<file path="config.mk">
export PLATFORM = sky130hd
export DESIGN_NAME = wko_ctrl
export DESIGN_NICKNAME = d
export VERILOG_FILES = /design/src/logic/wko_pkg.sv /design/src/logic/wko_sticky.sv /design/src/logic/wko_frame_gate.sv /design/src/logic/wko_ctrl.sv
export VERILOG_INCLUDE_DIRS = /design/src /design/src/logic
export SDC_FILE = /design/constraint.sdc
export NUM_CORES = 1
export LEC_CHECK = 0
export ABC_AREA = 1
export BUFFER_PORTS_ARGS = -buffer_cell sky130_fd_sc_hd__buf_2
export CORE_AREA = 5 5 202 204
export CTS_CLUSTER_DIAMETER = 150
export CTS_CLUSTER_SIZE = 40
export DETAILED_ROUTE_END_ITERATION = 8
export DIE_AREA = 0 0 207 209
export PLACE_DENSITY = 0.59
export SYNTH_ARGS = -nofsm -noshare
export SYNTH_HDL_FRONTEND = slang
export SYNTH_HIERARCHICAL = 1
export SYNTH_SLANG_ARGS = --single-unit
</file>
<file path="constraint.sdc">
create_clock -name clk_sys -period 16.45 [get_ports clk_sys]
set_clock_uncertainty 0.2 [all_clocks]
set_input_delay 1.645 -clock clk_sys [delete_from_list [all_inputs] [get_ports clk_sys]]
set_output_delay 1.645 -clock clk_sys [all_outputs]
set_load 0.02 [all_outputs]
</file>
<file path="src/logic/wko_regs.svh">
/*
  Register offsets, field positions, reset values and bus answer codes
  of the wake and offload control block.
  Assumes word-aligned 32-bit AXI4-Lite access and a 12-bit byte address.
*/
`ifndef WKO_REGS_SVH
`define WKO_REGS_SVH

// address width and register offsets
`define WKO_AW           12
`define WKO_CTRL_OFS     12'h600
`define WKO_IRQ_STS_OFS  12'h604
`define WKO_IRQ_MSK_OFS  12'h608

// control word reset value and writable bits
`define WKO_CTRL_RST     32'h0000_0000
`define WKO_RW_MASK      32'h8000_070F

// control word field positions
`define WKO_CSUM_OFF_BIT 31
`define WKO_FWD_ARP_BIT  10
`define WKO_FWD_NS_BIT   9
`define WKO_ADV_SEL_BIT  8
`define WKO_FLAG_LSB     4
`define WKO_NS_EN_BIT    3
`define WKO_ARP_EN_BIT   2
`define WKO_V6_EN_BIT    1
`define WKO_V4_EN_BIT    0

// frame class index, same order as the received flags
`define WKO_IDX_V4       0
`define WKO_IDX_V6       1
`define WKO_IDX_ARP      2
`define WKO_IDX_NS       3

// bus answers
`define WKO_RESP_OKAY    2'h0
`define WKO_RESP_SLVERR  2'h2

`endif

</file>
<file path="src/logic/wko_pkg.sv">
/*
  Types shared by the wake and offload control block: bus carriers,
  the per-frame check report and the main state record.
  Assumes wko_regs.svh on the include path.
*/
`include "wko_regs.svh"

package wko_pkg;

  // one frame class report from a parser, done is a one-cycle pulse
  typedef struct packed {
    logic done;
    logic fcs_ok;
    logic ip_ok;
    logic l4_ok;
  } wko_frame_s;

  // AXI4-Lite master to slave
  typedef struct packed {
    logic                 awvalid;
    logic [`WKO_AW-1:0]   awaddr;
    logic                 wvalid;
    logic [31:0]          wdata;
    logic [3:0]           wstrb;
    logic                 bready;
    logic                 arvalid;
    logic [`WKO_AW-1:0]   araddr;
    logic                 rready;
  } wko_axi_req_s;

  // AXI4-Lite slave to master
  typedef struct packed {
    logic        awready;
    logic        wready;
    logic        bvalid;
    logic [1:0]  bresp;
    logic        arready;
    logic        rvalid;
    logic [31:0] rdata;
    logic [1:0]  rresp;
  } wko_axi_rsp_s;

  // state of the control block, apart from the received and interrupt flags in wko_sticky
  typedef struct packed {
    wko_axi_rsp_s       axi;
    logic               aw_have;
    logic [`WKO_AW-1:0] awaddr;
    logic               w_have;
    logic [31:0]        wdata;
    logic [3:0]         wstrb;
    logic [31:0]        ctrl;
    logic [3:0]         irq_mask;
    logic               ans_ns;
    logic               ans_arp;
    logic               wake_v6;
    logic               wake_v4;
    logic [1:0]         pass;
    logic [1:0]         sink;
    logic [127:0]       na_src;
    logic               irq;
  } wko_state_s;

endpackage : wko_pkg

</file>
<file path="src/logic/wko_sticky.sv">
/*
  Row of sticky flags: a set pulse raises a flag, a clear pulse drops it.
  Assumes set and clear are synchronous to clk_sys.
*/
`timescale 1ns/10ps

module wko_sticky #(
  parameter int W = 4
) (
  // clock and reset
  input  wire logic         clk_sys,
  input  wire logic         rst,
  // events
  input  wire logic [W-1:0] set,
  input  wire logic [W-1:0] clr,
  // flags
  output logic [W-1:0]      flag_q
);

  logic [W-1:0] flag_d;

  // set beats a clear in the same cycle, so no event is lost
  always_comb begin
    flag_d = (flag_q & ~clr) | set;
  end

  // flag register
  always_ff @(posedge clk_sys or posedge rst) begin
    if (rst) begin
      flag_q <= '0;
    end else begin
      flag_q <= flag_d;
    end
  end

endmodule : wko_sticky

</file>
<file path="src/logic/wko_frame_gate.sv">
/*
  Frame qualifier for one frame class: decides whether a finished frame
  counts for detection, given its check results and the checksum mode.
  Assumes the parser reports ip_ok and l4_ok high where a check does not apply.
*/
`timescale 1ns/10ps

module wko_frame_gate import wko_pkg::*; (
  // frame report
  input  wko_frame_s frame,
  input  wire logic  csum_off,
  // qualified frame, one-cycle pulse
  output logic       valid
);

  logic csum_good;

  // relaxed mode ignores ip, icmp and tcp checksum mismatches
  assign csum_good = csum_off | (frame.ip_ok & frame.l4_ok);
  assign valid     = frame.done & frame.fcs_ok & csum_good;

endmodule : wko_frame_gate

</file>
<file path="src/logic/wko_ctrl.sv">
/*
  Wake and offload control and status register with its AXI4-Lite slave,
  received-frame flags, interrupt status and mask, and the decisions that
  the parsers, reply generator and resume sequencer act on.
  Assumes all inputs synchronous to clk_sys and parser pulses one cycle long.
*/
// Implementation choice: the AXI4-Lite slave port.
// Contract
// - checksum checking on: ip, tcp and fcs must all pass before detection
// - checksum checking off: only fcs is checked for arp, syn and solicit frames
// - forward bit decides whether offloaded arp frames pass or are sunk
// - forward bit decides whether offloaded solicit frames pass or are sunk
// - advert source is programmed solicit address if select set, else target
// - valid solicit frame sets its received flag until software clears it
// - valid arp frame sets its received flag until software clears it
// - valid ipv6 syn frame sets its flag, software may clear it
// - valid ipv4 syn frame sets its flag, software may clear it
// - resume end clears both syn flags when flag clearing is requested
// - solicit frames are answered only while solicit offload is enabled
// - arp frames are answered only while arp offload is enabled
// - ipv6 syn wakes only while its wake enable is set
// - ipv4 syn wakes only while its wake enable is set
// - resume end clears both syn wake enables when requested
`timescale 1ns/10ps
`include "wko_regs.svh"

module wko_ctrl import wko_pkg::*; (
  // clock and reset
  input  wire logic       clk_sys,
  input  wire logic       rst,
  // register bus
  input  wko_axi_req_s    axi_req,
  output wko_axi_rsp_s    axi_rsp,
  // frame reports, indexed v4 syn, v6 syn, arp, solicit
  input  wko_frame_s [3:0] rx_frame,
  // address sources for the advert reply
  input  wire logic [127:0] solicit_dest_address,
  input  wire logic [127:0] ns_target_address,
  // resume sequencer
  input  wire logic       resume_done,
  input  wire logic       resume_clears_wake_flags,
  input  wire logic       resume_clears_wake_enables,
  // configuration levels
  output logic            checksum_check_off,
  output logic            solicit_offload_enable,
  output logic            arp_offload_enable,
  output logic            v6_syn_wake_enable,
  output logic            v4_syn_wake_enable,
  output logic [127:0]    advert_source_address,
  // decisions, one-cycle pulses
  output logic            answer_solicit,
  output logic            answer_arp,
  output logic            wake_v6_syn,
  output logic            wake_v4_syn,
  output logic [1:0]      frame_pass,
  output logic [1:0]      frame_sink,
  // interrupt
  output logic            irq
);

  wko_state_s  st_q;
  wko_state_s  st_d;
  logic [3:0]  rx_ok;
  logic [3:0]  flag_q;
  logic [3:0]  flag_clr;
  logic [3:0]  irqs_q;
  logic [3:0]  irqs_clr;
  logic [31:0] wmask;
  logic [31:0] wbits;
  logic [31:0] rd_word;
  logic [1:0]  rd_resp;
  logic        wr_fire;
  logic        wr_ctrl;
  logic        wr_irqs;
  logic        resume_flags;
  logic        resume_enables;
  logic [`WKO_AW-1:0] wr_word_addr;
  logic [`WKO_AW-1:0] rd_word_addr;

  // one qualifier per frame class
  for (genvar i = 0; i < 4; i++) begin : g_gate
    wko_frame_gate u_gate (
      .frame    (rx_frame[i]),
      .csum_off (st_q.ctrl[`WKO_CSUM_OFF_BIT]),
      .valid    (rx_ok[i])
    );
  end

  // write decode; a write completes one cycle after both halves are held
  assign wr_fire      = st_q.aw_have & st_q.w_have & ~st_q.axi.bvalid;
  assign wr_word_addr = {st_q.awaddr[`WKO_AW-1:2], 2'h0};
  assign rd_word_addr = {axi_req.araddr[`WKO_AW-1:2], 2'h0};
  assign wr_ctrl      = wr_fire & (wr_word_addr == `WKO_CTRL_OFS);
  assign wr_irqs      = wr_fire & (wr_word_addr == `WKO_IRQ_STS_OFS);
  assign wmask        = {{8{st_q.wstrb[3]}}, {8{st_q.wstrb[2]}}, {8{st_q.wstrb[1]}}, {8{st_q.wstrb[0]}}};
  assign wbits        = st_q.wdata & wmask;

  // resume controls only act on the resume end pulse
  assign resume_flags   = resume_done & resume_clears_wake_flags;
  assign resume_enables = resume_done & resume_clears_wake_enables;

  // received flags: write one to clear, resume end drops the syn pair
  always_comb begin
    flag_clr = 4'h0;
    if (wr_ctrl) begin
      flag_clr = wbits[`WKO_FLAG_LSB +: 4];
    end
    if (resume_flags) begin
      flag_clr[`WKO_IDX_V4] = 1'b1;
      flag_clr[`WKO_IDX_V6] = 1'b1;
    end
  end

  // flags set by qualified frames whatever the enables say
  wko_sticky #(.W(4)) u_flags (
    .clk_sys (clk_sys),
    .rst     (rst),
    .set     (rx_ok),
    .clr     (flag_clr),
    .flag_q  (flag_q)
  );

  // interrupt status, same bit layout as the received flags
  assign irqs_clr = wr_irqs ? wbits[`WKO_FLAG_LSB +: 4] : 4'h0;

  wko_sticky #(.W(4)) u_irqs (
    .clk_sys (clk_sys),
    .rst     (rst),
    .set     (rx_ok),
    .clr     (irqs_clr),
    .flag_q  (irqs_q)
  );

  // read mux; reserved bits and unmapped words read zero
  always_comb begin
    rd_word = 32'h0000_0000;
    rd_resp = `WKO_RESP_OKAY;
    case (rd_word_addr)
      `WKO_CTRL_OFS: begin
        rd_word = (st_q.ctrl & `WKO_RW_MASK) | {24'h00_0000, flag_q, 4'h0};
      end
      `WKO_IRQ_STS_OFS: begin
        rd_word = {24'h00_0000, irqs_q, 4'h0};
      end
      `WKO_IRQ_MSK_OFS: begin
        rd_word = {24'h00_0000, st_q.irq_mask, 4'h0};
      end
      default: begin
        rd_resp = `WKO_RESP_SLVERR;
      end
    endcase
  end

  // next state
  always_comb begin
    st_d = st_q;

    // address and data halves are taken in either order
    if (axi_req.awvalid & st_q.axi.awready) begin
      st_d.aw_have = 1'b1;
      st_d.awaddr  = axi_req.awaddr;
    end
    if (axi_req.wvalid & st_q.axi.wready) begin
      st_d.w_have = 1'b1;
      st_d.wdata  = axi_req.wdata;
      st_d.wstrb  = axi_req.wstrb;
    end
    if (st_q.axi.bvalid & axi_req.bready) begin
      st_d.axi.bvalid = 1'b0;
    end

    // register write, byte lanes honoured
    if (wr_fire) begin
      st_d.aw_have    = 1'b0;
      st_d.w_have     = 1'b0;
      st_d.axi.bvalid = 1'b1;
      st_d.axi.bresp  = `WKO_RESP_OKAY;
      case (wr_word_addr)
        `WKO_CTRL_OFS: begin
          st_d.ctrl = (st_q.ctrl & ~(wmask & `WKO_RW_MASK)) | (wbits & `WKO_RW_MASK);
        end
        `WKO_IRQ_STS_OFS: begin
          st_d.ctrl = st_q.ctrl; // clearing done in the status flags
        end
        `WKO_IRQ_MSK_OFS: begin
          st_d.irq_mask = (st_q.irq_mask & ~wmask[`WKO_FLAG_LSB +: 4]) | wbits[`WKO_FLAG_LSB +: 4];
        end
        default: begin
          st_d.axi.bresp = `WKO_RESP_SLVERR;
        end
      endcase
    end

    // resume end beats a software write landing in the same cycle
    if (resume_enables) begin
      st_d.ctrl[`WKO_V6_EN_BIT] = 1'b0;
      st_d.ctrl[`WKO_V4_EN_BIT] = 1'b0;
    end

    // hold off new writes until the held one is answered
    st_d.axi.awready = ~st_d.aw_have & ~st_d.axi.bvalid;
    st_d.axi.wready  = ~st_d.w_have & ~st_d.axi.bvalid;

    // reads answer straight from the mux, no read side effects
    if (st_q.axi.rvalid & axi_req.rready) begin
      st_d.axi.rvalid = 1'b0;
    end
    if (axi_req.arvalid & st_q.axi.arready) begin
      st_d.axi.rvalid = 1'b1;
      st_d.axi.rdata  = rd_word;
      st_d.axi.rresp  = rd_resp;
    end
    st_d.axi.arready = ~st_d.axi.rvalid;

    // answer and wake decisions for qualified frames
    st_d.ans_ns  = rx_ok[`WKO_IDX_NS] & st_q.ctrl[`WKO_NS_EN_BIT];
    st_d.ans_arp = rx_ok[`WKO_IDX_ARP] & st_q.ctrl[`WKO_ARP_EN_BIT];
    st_d.wake_v6 = rx_ok[`WKO_IDX_V6] & st_q.ctrl[`WKO_V6_EN_BIT];
    st_d.wake_v4 = rx_ok[`WKO_IDX_V4] & st_q.ctrl[`WKO_V4_EN_BIT];

    // fate of offloaded frames, bit 0 arp, bit 1 solicit
    st_d.pass[0] = st_d.ans_arp & st_q.ctrl[`WKO_FWD_ARP_BIT];
    st_d.sink[0] = st_d.ans_arp & ~st_q.ctrl[`WKO_FWD_ARP_BIT];
    st_d.pass[1] = st_d.ans_ns & st_q.ctrl[`WKO_FWD_NS_BIT];
    st_d.sink[1] = st_d.ans_ns & ~st_q.ctrl[`WKO_FWD_NS_BIT];

    // advert source address, registered to keep the output a flop
    st_d.na_src = st_q.ctrl[`WKO_ADV_SEL_BIT] ? solicit_dest_address : ns_target_address;

    // interrupt lags the status by one cycle
    st_d.irq = |(irqs_q & st_q.irq_mask);
  end

  // state register; ready lines come out of reset high
  always_ff @(posedge clk_sys or posedge rst) begin
    if (rst) begin
      st_q             <= '0;
      st_q.ctrl        <= `WKO_CTRL_RST;
      st_q.axi.awready <= 1'b1;
      st_q.axi.wready  <= 1'b1;
      st_q.axi.arready <= 1'b1;
    end else begin
      st_q <= st_d;
    end
  end

  // outputs straight from flops
  assign axi_rsp                = st_q.axi;
  assign checksum_check_off     = st_q.ctrl[`WKO_CSUM_OFF_BIT];
  assign solicit_offload_enable = st_q.ctrl[`WKO_NS_EN_BIT];
  assign arp_offload_enable     = st_q.ctrl[`WKO_ARP_EN_BIT];
  assign v6_syn_wake_enable     = st_q.ctrl[`WKO_V6_EN_BIT];
  assign v4_syn_wake_enable     = st_q.ctrl[`WKO_V4_EN_BIT];
  assign advert_source_address  = st_q.na_src;
  assign answer_solicit         = st_q.ans_ns;
  assign answer_arp             = st_q.ans_arp;
  assign wake_v6_syn            = st_q.wake_v6;
  assign wake_v4_syn            = st_q.wake_v4;
  assign frame_pass             = st_q.pass;
  assign frame_sink             = st_q.sink;
  assign irq                    = st_q.irq;

endmodule : wko_ctrl

</file>
==> flow_summary.ini <==
[outcome]
status = finished, final reports clean

[yosys]
synth_area_leaders = dfrtp_1, nand2_1, buf_4
synth_top_cell_by_area = dfrtp_1
syn_inst = 1117
yosys_warnings = 6
yosysUniqueCellTypes = 28
ys_seq_elements = 203
synth_top_area_share_pct = 52.5
syn_avg_cell_area_um2 = 8.53
yosysSeqAreaShare_pct = 53.4
syn_area_um2 = 9520

[min_path]
hold_end = axi_rsp[35]
min_path_type = flip-flop to flip-flop
hp-start = axi_rsp[34]
whs_path_depth = 1

[timing]
fmax_mhz = 322
rsz0062_at_grt = no
period_needed_ns = 3.10
worst_slew_pin_slew_ns = 0.893
holdWs_ns = 0.256
hold_viol_final = 0
final_max_slew_viol_count = 0
setup_violations = 0
min_period_over_period_pct = 18.9
tns_ns = 0
slew_headroom_pct = 40.5

[drt]
wire_per_inst_um = 14.6
viasPerCell = 3.94
wl_um = 28400
drcViolationCount = 0
drt_pass1_iterations = 5
vias = 7679
ant_nets = 0
drtIter0Drc = 559

[clock_tree]
clk_latency_ns = 0.49
cts_tree = built
cts_root_buf = clkbuf_16
max-clock-path-buffers = 3
cts_sinks = 203
postCtsResizedCells = 0
htreeDepth = 1
clk_pin_slew_worst_paths_ns = 0.14
cts_inserted_buffers = 9
ctsHoldBuffers = 0
cts_setup_buffers = 0

[finish]
instances_no_fill = 1951
nNetsFinal = 1766
fin_util_pct = 29.5
fillers = 4245
drive_gt1_share_pct = 37.4
diodes = 0
synthToLayoutAreaGrowth_pct = 21.0

[global_route]
antenna_found_initial = 0
grt_first_pass_wirelength_um = 43400
grt_use_total_pct = 12.4
grt_max_degree = 75
grt_pass1_vias = 7695
grt_overflow = 0

[run]
drv_cap = 0

[pwr]
powerDensity_nw_per_um2 = 95.7
peakVddDrop_mv = 0.0659
power_mw = 1.10
total_leakage_power_nw = 6.53

[worst_setup_path]
worstPathCellList = buf_2
cp_slowest_cell = dfrtp_1
critPathCaptureType = output port
arrival_ns = 1.26
worstPathMaxFanout = 7
r2r-end = advert_source_address[37]
crit_family = flip-flops
r2r_cells = 4
cpPeakStageDelay_ns = 0.54
reg2reg_slack_ns = 13.79
cp.required_ns = 14.60
crit_type = flip-flop to output port
start_kind = flip-flop
critical_path_buf_inv_count = 1

[floorplan]
num_io_pins = 525
chipHeight_um = 209
num_rows = 73
die_area_um2 = 43300
core-area_um2 = 39100
die_w_um = 207
start_util_pct = 24.4

[placed_design]
io_buffers = 477
placed_cells = 1938
dpl.hpwl_um = 22600
place.gp.congestion = 0.905
[layout make-up]
type                       count  area [um2]  share of cell area, %
sequential                   203        5090                   44.1
multi-input combinational    654        2790                   24.2
timing repair buffer         481        2420                   21.0
tap                          525         657                   5.70
inverter                      75         292                   2.53
clock buffer                  11         233                   2.02
clock inverter                 2        46.3                  0.402
[state kept, by name, summed over array words and instances, names as in the netlist, 2 cells and up, named ones only]
register	flops
frame_sink	2
frame_pass	2
st_q	27
u_flags/flag_q	4
u_irqs/flag_q	4
axi_rsp	19
advert_source_address	128
[worst max path at each step]
stage | slack (ns) | start | depth (start not counted) | end
floorplan | 9.30 | rst | 1 | asynchronous set/reset pin
global placement | 13.14 | rst | 3 | advert_source_address[126]
detailed placement | 13.10 | axi_req[13] | 5 | axi_rsp[34]
CTS | 13.28 | flip-flop | 1 | checksum_check_off
global route | 13.26 | flip-flop | 1 | checksum_check_off
finish | 13.35 | flip-flop | 1 | checksum_check_off
[metal layers]
layer  GRT usage (%)  share of wire (%)
met3            2.34                6.6
met1            16.0                 42
met4            3.44                2.6
met2            21.3                 49
met5               0                  0
[cells in the final DEF (no fill, tap or decap), drive strengths merged]
cell type  synthesis  final
nand2            523    523
clkbuf            13     11
o21ai             25     25
nor2              29     29
dfrtp            200    200
nand3             20     20
nand4             21     21
o31ai              7      7
conb               1     22
dfstp              3      3
buf              193    481
a21oi              6      6
inv               73     74
nor3               1      1
clkinv             2      3
[cell usage after synthesis, drive strengths merged]
library cell	n
dfrtp	200
clkbuf	13
nand4	21
nor2	29
o31ai	7
dfstp	3
inv	73
nand3	20
o21ai	25
nor3	1
clkinv	2
nand2	523
buf	193
a21oi	6
conb	1
[through the flow]
step	area (um2)	setup slack [ns]
after global placement	11200	13.14
after global routing	11500	13.26
final	11500	13.35
after CTS	11500	13.28
after floorplan	9600	9.30
after detailed placement	11200	13.10
[power by group]
group,internal (mW),total [mW],switching (mW)
combinational,0.0800,0.244,0.164
clock,0.108,0.273,0.165
sequential,0.556,0.587,0.0303
total,0.744,1.10,0.359
[cell families after synthesis]
| family | after synthesis | share of synthesized area [%] |
|---|---|---|
| simple gates | 594 | 25.7 |
| buf+inv | 281 | 18.1 |
| flops | 203 | 53.4 |
| compound gates | 38 | 2.71 |
| other cells | 1 | 0.0394 |
No activity file was read; power rests on OpenSTA's default activity.
